$ cat src/ops_pkg.sv
package ops_pkg;

   // Register map
   localparam logic [7:0] REG_PRESET0 = 8'h00;
   localparam logic [7:0] REG_PRESET1 = 8'h01;
   localparam logic [7:0] REG_PRESET2 = 8'h02;
   localparam logic [7:0] REG_PRESET3 = 8'h03;
   localparam logic [7:0] REG_CTRL = 8'h04;
   localparam logic [7:0] REG_STATUS = 8'h05;
   localparam int NUM_RW_REGS = 5;

   // Field positions
   localparam int PRESET_MODE_BIT = 7;
   localparam int CTRL_DISC_BIT = 7;
   localparam int CTRL_SLOPE_LSB = 0;
   localparam int SLOPE_W = 3;
   localparam int STAT_REG_BIT = 7;
   localparam logic [7:0] CTRL_MASK = 8'h87;
   localparam logic [7:0] MODE_MASK = 8'h80;

   // Values after reset
   localparam logic [7:0] CTRL_RESET = 8'h00;
   localparam logic [7:0] PRESET0_RESET = 8'h3F;
   localparam logic [7:0] PRESET1_RESET = 8'h17;
   localparam logic [7:0] PRESET2_RESET = 8'h3F;
   localparam logic [7:0] PRESET3_RESET = 8'h21;

   // Voltage code mapping
   localparam int CODE_W_NARROW = 6;
   localparam int BASE_MV_NARROW = 770;
   localparam int MV_PER_CODE = 10;

   // Serial address, value is arbitrary
   localparam logic [6:0] I2C_ADDR_DEFAULT = 7'h4A;

   // Timing
   localparam int CLK_PERIOD_PS = 8000;
   localparam int STEP_BASE_PS = 312500;
   localparam int SS_TIME_US = 100;
   localparam int SS_CYC = SS_TIME_US * 1000000 / CLK_PERIOD_PS;

   typedef struct packed {
      logic fpwm;
      logic [6:0] code;
   } ops_preset_t;

   typedef enum logic [2:0] {
      I2C_IDLE, I2C_ADDR, I2C_ACK_A, I2C_WR, I2C_ACK_W, I2C_RD, I2C_ACK_R
   } ops_i2c_state_t;

   typedef enum logic [1:0] {
      PWR_OFF, PWR_SOFT, PWR_RAMP, PWR_REG
   } ops_pwr_state_t;

endpackage

$ cat src/ops_output_preset_select.sv
`timescale 1ns/1ps
// Summary of operation
// RULE_01: Enable high runs, enable low shuts down
// RULE_02: Enabled stage switches toward selected preset voltage
// RULE_03: Serial registers work regardless of enable level
// RULE_04: Discharge bit plus low enable discharges output
// RULE_05: Discharge bit reads cleared after reset
// RULE_06: Soft start rises first to lowest code
// RULE_07: Then ramps at slope to target, regulates
// RULE_08: Select pins pick preset, high pin MSB
// RULE_09: Presets reset to defaults, power-save mode
// RULE_10: Each preset holds code and mode
// RULE_11: One slope setting serves all presets
// RULE_12: Narrow codes: 770 mV plus 10 mV steps
// RULE_13: Wide codes: 500 mV plus 10 mV steps
// RULE_14: Active preset write applies at transaction end
// RULE_15: Select pin change retargets output at once
// RULE_16: Inactive preset writes leave output untouched
// RULE_17: Host must drive select pins to levels
// RULE_18: Slope code 000 is 32 mV/us, halving
// RULE_19: Bit 7 selects preset mode independently
// RULE_20: Preset is eight bits, code low, mode top
module ops_output_preset_select #(
   parameter int CODE_W = ops_pkg::CODE_W_NARROW,
   parameter int BASE_MV = ops_pkg::BASE_MV_NARROW,
   parameter logic [7:0] PRESET0_RESET = ops_pkg::PRESET0_RESET,
   parameter logic [7:0] PRESET1_RESET = ops_pkg::PRESET1_RESET,
   parameter logic [7:0] PRESET2_RESET = ops_pkg::PRESET2_RESET,
   parameter logic [7:0] PRESET3_RESET = ops_pkg::PRESET3_RESET,
   parameter logic [6:0] I2C_ADDR = ops_pkg::I2C_ADDR_DEFAULT,
   parameter int SS_CYC = ops_pkg::SS_CYC,
   parameter int STEP_BASE_PS = ops_pkg::STEP_BASE_PS
) (
   input wire logic ref_clk,
   input wire logic rst,
   input wire logic enable_pin,
   input wire logic preset_pick_low,
   input wire logic preset_pick_high,
   input wire logic scl_in,
   input wire logic sda_in,
   output logic sda_out,
   output logic sda_oe_n,
   output logic switch_en,
   output logic soft_start,
   output logic regulating,
   output logic fpwm,
   output logic discharge_en,
   output logic [6:0] setpoint_code,
   output logic [10:0] setpoint_mv
);

   localparam logic [7:0] CODE_MASK = 8'((16'h1 << CODE_W) - 16'h1);
   localparam logic [7:0] PRESET_MASK = CODE_MASK | ops_pkg::MODE_MASK;
   localparam logic [4:0][7:0] RESET_VALS = {ops_pkg::CTRL_RESET, PRESET3_RESET,
      PRESET2_RESET, PRESET1_RESET, PRESET0_RESET};
   localparam logic [7:0][15:0] STEP_CYC = {
      16'((STEP_BASE_PS << 7) / ops_pkg::CLK_PERIOD_PS),
      16'((STEP_BASE_PS << 6) / ops_pkg::CLK_PERIOD_PS),
      16'((STEP_BASE_PS << 5) / ops_pkg::CLK_PERIOD_PS),
      16'((STEP_BASE_PS << 4) / ops_pkg::CLK_PERIOD_PS),
      16'((STEP_BASE_PS << 3) / ops_pkg::CLK_PERIOD_PS),
      16'((STEP_BASE_PS << 2) / ops_pkg::CLK_PERIOD_PS),
      16'((STEP_BASE_PS << 1) / ops_pkg::CLK_PERIOD_PS),
      16'(STEP_BASE_PS / ops_pkg::CLK_PERIOD_PS)};

   // Pin synchronisers
   logic [4:0] pin_meta_reg;
   logic [4:0] pin_sync_reg;
   logic scl_prev_reg;
   logic sda_prev_reg;
   wire logic en_s = pin_sync_reg[0];
   wire logic [1:0] sel = pin_sync_reg[2:1];
   wire logic scl_s = pin_sync_reg[3];
   wire logic sda_s = pin_sync_reg[4];

   always_ff @(posedge ref_clk or posedge rst) begin
      if (rst) begin
         // Serial lines rest high, so no false edge follows reset
         pin_meta_reg <= 5'h18;
         pin_sync_reg <= 5'h18;
         scl_prev_reg <= 1'b1;
         sda_prev_reg <= 1'b1;
      end else begin
         pin_meta_reg <= {sda_in, scl_in, preset_pick_high, preset_pick_low, enable_pin};
         pin_sync_reg <= pin_meta_reg;
         scl_prev_reg <= scl_s;
         sda_prev_reg <= sda_s;
      end
   end

   wire logic scl_rise = scl_s & ~scl_prev_reg;
   wire logic scl_fall = ~scl_s & scl_prev_reg;
   wire logic bus_start = scl_s & scl_prev_reg & sda_prev_reg & ~sda_s;
   wire logic bus_stop = scl_s & scl_prev_reg & ~sda_prev_reg & sda_s;

   // Register storage: live copy steers the converter, shadow collects writes
   logic [4:0][7:0] live_reg;
   logic [4:0][7:0] shadow_reg;
   ops_pkg::ops_pwr_state_t pwr_reg;
   logic [6:0] sp_reg;

   function automatic logic [7:0] rd_byte(input logic [7:0] idx, input logic [4:0][7:0] regs,
                                          input logic [7:0] stat);
      if (idx <= ops_pkg::REG_PRESET3) begin
         rd_byte = regs[idx[2:0]] & PRESET_MASK;
      end else if (idx == ops_pkg::REG_CTRL) begin
         rd_byte = regs[4] & ops_pkg::CTRL_MASK;
      end else if (idx == ops_pkg::REG_STATUS) begin
         rd_byte = stat;
      end else begin
         rd_byte = 8'h00;
      end
   endfunction

   function automatic logic [7:0] wr_mask(input logic [7:0] idx);
      if (idx <= ops_pkg::REG_PRESET3) begin
         wr_mask = PRESET_MASK; // see RULE_20
      end else begin
         wr_mask = ops_pkg::CTRL_MASK;
      end
   endfunction

   wire logic [7:0] status_byte = {pwr_reg == ops_pkg::PWR_REG, sp_reg};

   // Serial slave
   ops_pkg::ops_i2c_state_t i2c_reg;
   logic [3:0] bit_cnt_reg;
   logic [7:0] shift_reg;
   logic [7:0] tx_reg;
   logic [7:0] ptr_reg;
   logic rw_reg;
   logic first_reg;
   logic ack_ok_reg;
   logic sda_low_reg;
   wire logic [7:0] rd_now = rd_byte(ptr_reg, live_reg, status_byte);
   wire logic byte_end = scl_fall & (bit_cnt_reg == 4'h8);

   always_ff @(posedge ref_clk or posedge rst) begin
      if (rst) begin
         i2c_reg <= ops_pkg::I2C_IDLE;
         bit_cnt_reg <= 4'h0;
         shift_reg <= 8'h00;
         tx_reg <= 8'h00;
         ptr_reg <= 8'h00;
         rw_reg <= 1'b0;
         first_reg <= 1'b0;
         ack_ok_reg <= 1'b0;
         sda_low_reg <= 1'b0;
         shadow_reg <= RESET_VALS; // see RULE_05, see RULE_09
      end else if (bus_start) begin
         i2c_reg <= ops_pkg::I2C_ADDR; // see RULE_03
         bit_cnt_reg <= 4'h0;
         first_reg <= 1'b1;
         sda_low_reg <= 1'b0;
      end else if (bus_stop) begin
         i2c_reg <= ops_pkg::I2C_IDLE;
         sda_low_reg <= 1'b0;
      end else begin
         if (scl_rise && i2c_reg != ops_pkg::I2C_IDLE) begin
            shift_reg <= {shift_reg[6:0], sda_s};
            if (i2c_reg == ops_pkg::I2C_ACK_R) begin
               ack_ok_reg <= ~sda_s;
            end else if (bit_cnt_reg != 4'h8) begin
               bit_cnt_reg <= bit_cnt_reg + 4'h1;
            end
         end
         if (scl_fall) begin
            case (i2c_reg)
               ops_pkg::I2C_ADDR: begin
                  if (byte_end && shift_reg[7:1] == I2C_ADDR) begin
                     rw_reg <= shift_reg[0];
                     sda_low_reg <= 1'b1;
                     i2c_reg <= ops_pkg::I2C_ACK_A;
                  end else if (byte_end) begin
                     i2c_reg <= ops_pkg::I2C_IDLE;
                  end
               end
               ops_pkg::I2C_ACK_A: begin
                  bit_cnt_reg <= 4'h0;
                  if (rw_reg) begin
                     tx_reg <= rd_now;
                     sda_low_reg <= ~rd_now[7];
                     ptr_reg <= ptr_reg + 8'h01;
                     i2c_reg <= ops_pkg::I2C_RD;
                  end else begin
                     sda_low_reg <= 1'b0;
                     i2c_reg <= ops_pkg::I2C_WR;
                  end
               end
               ops_pkg::I2C_WR: begin
                  if (byte_end) begin
                     first_reg <= 1'b0;
                     sda_low_reg <= 1'b1;
                     i2c_reg <= ops_pkg::I2C_ACK_W;
                     if (first_reg) begin
                        ptr_reg <= shift_reg;
                     end else begin
                        ptr_reg <= ptr_reg + 8'h01;
                        if (ptr_reg <= ops_pkg::REG_CTRL) begin
                           shadow_reg[ptr_reg[2:0]] <= shift_reg & wr_mask(ptr_reg); // see RULE_10
                        end
                     end
                  end
               end
               ops_pkg::I2C_ACK_W: begin
                  sda_low_reg <= 1'b0;
                  bit_cnt_reg <= 4'h0;
                  i2c_reg <= ops_pkg::I2C_WR;
               end
               ops_pkg::I2C_RD: begin
                  if (byte_end) begin
                     sda_low_reg <= 1'b0;
                     i2c_reg <= ops_pkg::I2C_ACK_R;
                  end else begin
                     sda_low_reg <= ~tx_reg[6];
                     tx_reg <= {tx_reg[6:0], 1'b0};
                  end
               end
               ops_pkg::I2C_ACK_R: begin
                  bit_cnt_reg <= 4'h0;
                  if (ack_ok_reg) begin
                     tx_reg <= rd_now;
                     sda_low_reg <= ~rd_now[7];
                     ptr_reg <= ptr_reg + 8'h01;
                     i2c_reg <= ops_pkg::I2C_RD;
                  end else begin
                     i2c_reg <= ops_pkg::I2C_IDLE;
                  end
               end
               default: begin
                  sda_low_reg <= 1'b0;
               end
            endcase
         end
      end
   end

   assign sda_out = 1'b0;
   assign sda_oe_n = ~sda_low_reg;

   // Writes reach the converter only at a start or stop condition
   always_ff @(posedge ref_clk or posedge rst) begin
      if (rst) begin
         live_reg <= RESET_VALS; // see RULE_05, see RULE_09
      end else if (bus_start || bus_stop) begin
         live_reg <= shadow_reg; // see RULE_14
      end
   end

   // Active preset follows the pins directly
   wire ops_pkg::ops_preset_t act =
      ops_pkg::ops_preset_t'(live_reg[sel]); // see RULE_08, see RULE_15, see RULE_16
   wire logic [6:0] target = act.code & CODE_MASK[6:0];
   wire logic [ops_pkg::SLOPE_W-1:0] slope =
      live_reg[4][ops_pkg::CTRL_SLOPE_LSB +: ops_pkg::SLOPE_W]; // see RULE_11
   wire logic [15:0] step_len = STEP_CYC[slope]; // see RULE_18
   wire logic disc_set = live_reg[4][ops_pkg::CTRL_DISC_BIT];

   // Converter sequencing
   logic [15:0] tmr_reg;
   logic fpwm_reg;
   logic disc_reg;
   logic [10:0] mv_reg;

   always_ff @(posedge ref_clk or posedge rst) begin
      if (rst) begin
         pwr_reg <= ops_pkg::PWR_OFF;
         tmr_reg <= 16'h0000;
         sp_reg <= 7'h00;
      end else if (!en_s) begin
         pwr_reg <= ops_pkg::PWR_OFF; // see RULE_01
         sp_reg <= 7'h00;
      end else begin
         case (pwr_reg)
            ops_pkg::PWR_OFF: begin
               pwr_reg <= ops_pkg::PWR_SOFT; // see RULE_01, see RULE_02
               tmr_reg <= 16'(SS_CYC - 1);
            end
            ops_pkg::PWR_SOFT: begin
               if (tmr_reg == 16'h0000) begin
                  pwr_reg <= ops_pkg::PWR_RAMP; // see RULE_06
                  tmr_reg <= step_len - 16'h0001;
               end else begin
                  tmr_reg <= tmr_reg - 16'h0001;
               end
            end
            default: begin
               if (pwr_reg == ops_pkg::PWR_RAMP && sp_reg == target) begin
                  pwr_reg <= ops_pkg::PWR_REG; // see RULE_07
               end
               if (tmr_reg == 16'h0000) begin
                  tmr_reg <= step_len - 16'h0001;
                  if (sp_reg < target) begin
                     sp_reg <= sp_reg + 7'h01; // see RULE_07
                  end else if (sp_reg > target) begin
                     sp_reg <= sp_reg - 7'h01;
                  end
               end else begin
                  tmr_reg <= tmr_reg - 16'h0001;
               end
            end
         endcase
      end
   end

   always_ff @(posedge ref_clk or posedge rst) begin
      if (rst) begin
         fpwm_reg <= 1'b0;
         disc_reg <= 1'b0;
         mv_reg <= 11'h000;
      end else begin
         fpwm_reg <= act.fpwm; // see RULE_19
         disc_reg <= ~en_s & disc_set; // see RULE_04
         mv_reg <= 11'(BASE_MV) + 11'(sp_reg * ops_pkg::MV_PER_CODE); // see RULE_12, see RULE_13
      end
   end

   assign switch_en = pwr_reg != ops_pkg::PWR_OFF; // see RULE_02
   assign soft_start = pwr_reg == ops_pkg::PWR_SOFT;
   assign regulating = pwr_reg == ops_pkg::PWR_REG;
   assign fpwm = fpwm_reg;
   assign discharge_en = disc_reg;
   assign setpoint_code = sp_reg;
   assign setpoint_mv = mv_reg;

endmodule // ops_output_preset_select

$ cat config.mk
export PLATFORM = sky130hd
export DESIGN_NAME = ops_output_preset_select
export DESIGN_NICKNAME = d
export VERILOG_FILES = /design/src/ops_pkg.sv /design/src/ops_output_preset_select.sv
export SDC_FILE = /design/constraint.sdc
export NUM_CORES = 1
export LEC_CHECK = 0
export ABC_AREA = 0
export BUFFER_PORTS_ARGS = -buffer_cell sky130_fd_sc_hd__buf_2
export CAP_MARGIN = 20
export CORE_ASPECT_RATIO = 2
export CORE_MARGIN = 8
export CORE_UTILIZATION = 60
export DETAILED_ROUTE_END_ITERATION = 10
export GPL_TIMING_DRIVEN = 0
export PLACE_DENSITY = 0.78
export SYNTH_ARGS = -nofsm -noshare
export SYNTH_HDL_FRONTEND = slang
export SYNTH_SLANG_ARGS = --single-unit
export TNS_END_PERCENT = 30
$ cat constraint.sdc
create_clock -name ref_clk -period 8 [get_ports ref_clk]
set_input_delay 1.6 -clock ref_clk [delete_from_list [all_inputs] [get_ports ref_clk]]
set_output_delay 1.6 -clock ref_clk [all_outputs]
set_load 0.01 [all_outputs]
==> results.toml <==
[drt]
iteration_0_drc_markers = 398
routed-via-count = 6313
detail_route.vias_per_cell = 6.29
route.antenna.remaining_nets = 0
drcViolationCount = 0
first_pass_iters = 7
wl_per_cell_um = 18.8
finalWirelength_um = 18900

[final_layout]
antenna_cells = 0
largest_reg_flops = 35
multiInputGateArea_mm2 = 0.00416
layout.filler_cells = 997
finalNetCount = 876
seqCellArea_mm2 = 0.00388
fraction_of_layout_instances_using_a_drive_strength_above_1 = 0.250
final_core_utilization = 0.679
area_delta_synth_final_pct = 12.0

[worst_setup_path]
r2r_start = "pin_sync_reg[1]$_DFF_PP0_"
slowest_stage = "sky130_fd_sc_hd__mux4_2"
cpPeakStageDelay_ns = 0.63
cp_data_required_time_ns = 8.30
cp_common_cell = "sky130_fd_sc_hd__inv_1"
worst_setup_endpoint = "setpoint_code[6]$_DFFE_PP0P_"
crit_type = "reg2reg"
path_cells = "clkbuf_1 > mux4_2 > inv_1 > ha_1 > nor2b_1 > o21ai_0 > a21oi_1 > nand2b_1 > inv_1 > fa_1 > inv_1 > a21o_1 > a21oi_1 > o21ai_0 > a211oi_1 > a2111oi_2"
startpoint = "pin_sync_reg[1]$_DFF_PP0_"
reg2regPathDepth = 16
reg2reg_to = "setpoint_code[6]$_DFFE_PP0P_"
worst-path-max-fanout = 7
timing.critical_path.arrival_ns = 4.51
r2r_setup_slack_ns = 3.79
endpoint_kind = "flop"
startpoint_class_of_the_critical_path = "flop"

[power]
netSwitchingFraction = 0.291
vdd_drop_max_mv = 0.221
p_leak_nw = 4.01
netSwitchingPower_mw = 0.536
power_frac_clock = 0.441
seq_power_share = 0.473
power_density_mw_per_mm2 = 198
power_frac_comb = 0.086
report.power.total_mw = 1.84
internal_power_mw = 1.31

[floorplanning]
initial_core_util = 0.606
ioPinCount = 32
die-height_um = 183
coreArea_mm2 = 0.0137
floorplan.die.width_um = 99.3
die_area_mm2 = 0.0181
fp-row-count = 61

[global_routing]
gr-usage-all-layers = 0.221
grt_antenna_before_repair = 0
grt_max_degree = 80
grt_pass1_wl_um = 32100
first_global_vias = 6480
total_gr_overflow = 0

[sta]
setup_tns_ns = 0
time_the_final_worst_path_needs_with_i_o_delays_and_setup_ns = 4.21
setup_viol = 0
grt_setup_unrepaired = "false"
worst-slew-pin-transition_ns = 0.708
post-route-period-util = 0.526
timing.max_slew.rel_slack = 0.528
fmaxAchievable_ghz = 0.237
fin_skew_ns = 0.0114
report.final.slew_viol_count = 0
hold_violations = 0

[yosys]
syn_area_per_cell_um2 = 10.6
synth_sequential_area_ratio = 0.466
yosys_register_bits = 153
syn-cell-area_mm2 = 0.00832
synth_top_cell_area_share = 0.334
ys_top_cells_by_count = "sky130_fd_sc_hd__dfrtp_1, sky130_fd_sc_hd__mux2_2, sky130_fd_sc_hd__nor2_1, sky130_fd_sc_hd__nand2_1, sky130_fd_sc_hd__o21ai_0"
syn-instance-count = 784
netlist.top_cell.by_area = "sky130_fd_sc_hd__dfrtp_1"
synth.most_common_cell = "sky130_fd_sc_hd__dfrtp_1"
ys.warnings.count = 0
synth_cell_type_count = 73
ys.flop_type = "sky130_fd_sc_hd__dfrtp_1"
synth.area.top_cells = "sky130_fd_sc_hd__dfrtp_1, sky130_fd_sc_hd__dfstp_2, sky130_fd_sc_hd__mux2_2, sky130_fd_sc_hd__ha_1, sky130_fd_sc_hd__mux4_2"
post_synth_edffs = 0
async_reset_ff_frac = 1.00

[placed_design]
port_buffers = 29
hpwlAfterDp_um = 13400
gp_congestion = 0.871

[cts]
clock-sinks = 153
tritoncts = "built"
clk_latency_ns = 0.43
root_buffer = "sky130_fd_sc_hd__clkbuf_16"
max-clock-path-buffers = 2
htreeDepth = 4
cts.hold.buffers_added = 0
cts_repair_resize_count = 0
cts_setup_buffers = 0
number_of_buffers_added_by_the_clock_tree_synthesis_step = 17
clk_pin_slew_ns = 0.07

[run]
cap_violations = 0

[outcome]
run_status = "complete, no violations"

[worst_hold_path]
hold_class = "reg2reg"
kinds of logic after synthesis:
| kind of cell | synth area share |
|---|---|
| XOR/XNOR | 0.0168 |
| AND/OR/NAND/NOR | 0.144 |
| flip-flops | 0.466 |
| other | 0.000451 |
| AO/OA/AOI/OAI | 0.147 |
| adder cells (fa/ha/maj) | 0.0544 |
| multiplexers | 0.137 |
| buffers and inverters | 0.0341 |
worst min-delay path by stage:
stage                                      to                 startpoint  cells past startpoint
global placement    pin_sync_reg[0]$_DFF_PP0_  pin_meta_reg[0]$_DFF_PP0_                      0
detailed placement  pin_sync_reg[0]$_DFF_PP0_  pin_meta_reg[0]$_DFF_PP0_                      0
finish              pin_sync_reg[0]$_DFF_PP0_  pin_meta_reg[0]$_DFF_PP0_                      0
CTS                 pin_sync_reg[0]$_DFF_PP0_  pin_meta_reg[0]$_DFF_PP0_                      0
global route        pin_sync_reg[3]$_DFF_PP1_  pin_meta_reg[3]$_DFF_PP1_                      0
floorplan           pin_sync_reg[0]$_DFF_PP0_  pin_meta_reg[0]$_DFF_PP0_                      0
metrics by stage:
stage	worst slack (ns)	cell area, um2	hold slack [ns]	cells
6_report	3.79	9320	0.345	1004
5_1_grt	3.53	9320	0.360	1004
4_1_cts	3.82	9320	0.350	1004
3_5_place_dp	3.84	8700	0.336	972
3_3_place_gp	0.798	8670	0.331	971
2_1_floorplan	2.35	8330	0.331	785
worst max-delay path: cells and delay by family, from the launching register on:
family / cells / cell delay [ns]
compound gates: 7 / 1.31
buf+inv: 4 / 0.83
mux: 1 / 0.63
fa+ha+maj: 2 / 0.55
simple gates: 2 / 0.44
flops: 1 / 0.33
area by class of cell:
class	count	share of cell area
tap	157	0.0211
timing repair buffer	30	0.0185
clock buffer	17	0.0456
clock inverter	15	0.0211
multi-input combinational	559	0.446
sequential	153	0.416
buffer	35	0.0152
inverter	38	0.0158
layer usage:
layer  part of all wire  GRT usage  vias up
met5                  0          0        -
met4              0.026     0.0872        0
met3              0.051     0.0416       40
met2               0.52      0.380      191
met1               0.40      0.263     3117
li1                   -          -     2965
placed cells by master, fill, tap and decap left out, types with 7 or more instances in the layout:
cell / count
sky130_fd_sc_hd__a211oi_1: 11
sky130_fd_sc_hd__a21oi_1: 42
sky130_fd_sc_hd__a311oi_1: 7
sky130_fd_sc_hd__a31oi_1: 15
sky130_fd_sc_hd__and2_1: 10
sky130_fd_sc_hd__buf_1: 8
sky130_fd_sc_hd__buf_2: 31
sky130_fd_sc_hd__clkbuf_1: 23
sky130_fd_sc_hd__clkbuf_16: 17
sky130_fd_sc_hd__clkinv_8: 7
sky130_fd_sc_hd__dfrtp_1: 111
sky130_fd_sc_hd__dfstp_2: 42
sky130_fd_sc_hd__ha_1: 33
sky130_fd_sc_hd__inv_1: 37
sky130_fd_sc_hd__mux2_2: 74
sky130_fd_sc_hd__mux4_2: 11
sky130_fd_sc_hd__nand2_1: 51
sky130_fd_sc_hd__nand2b_1: 12
sky130_fd_sc_hd__nand3_1: 17
sky130_fd_sc_hd__nor2_1: 52
sky130_fd_sc_hd__nor2b_1: 14
sky130_fd_sc_hd__nor3_1: 25
sky130_fd_sc_hd__nor4_1: 9
sky130_fd_sc_hd__o211ai_1: 7
sky130_fd_sc_hd__o21ai_0: 44
sky130_fd_sc_hd__o22ai_1: 9
sky130_fd_sc_hd__o31ai_1: 7
sky130_fd_sc_hd__xnor2_1: 11
power by group through the flow:
| stage | registers [mW] | clock network (mW) | logic (mW) |
|---|---|---|---|
| floorplan | 0.863 | 0 | 0.120 |
| global placement | 0.883 | 0 | 0.154 |
| detailed placement | 0.887 | 0 | 0.160 |
| CTS | 0.872 | 0.827 | 0.160 |
| global route | 0.881 | 0.854 | 0.176 |
| finish | 0.873 | 0.813 | 0.158 |
Note: power is estimated with default switching activity, not from simulation.
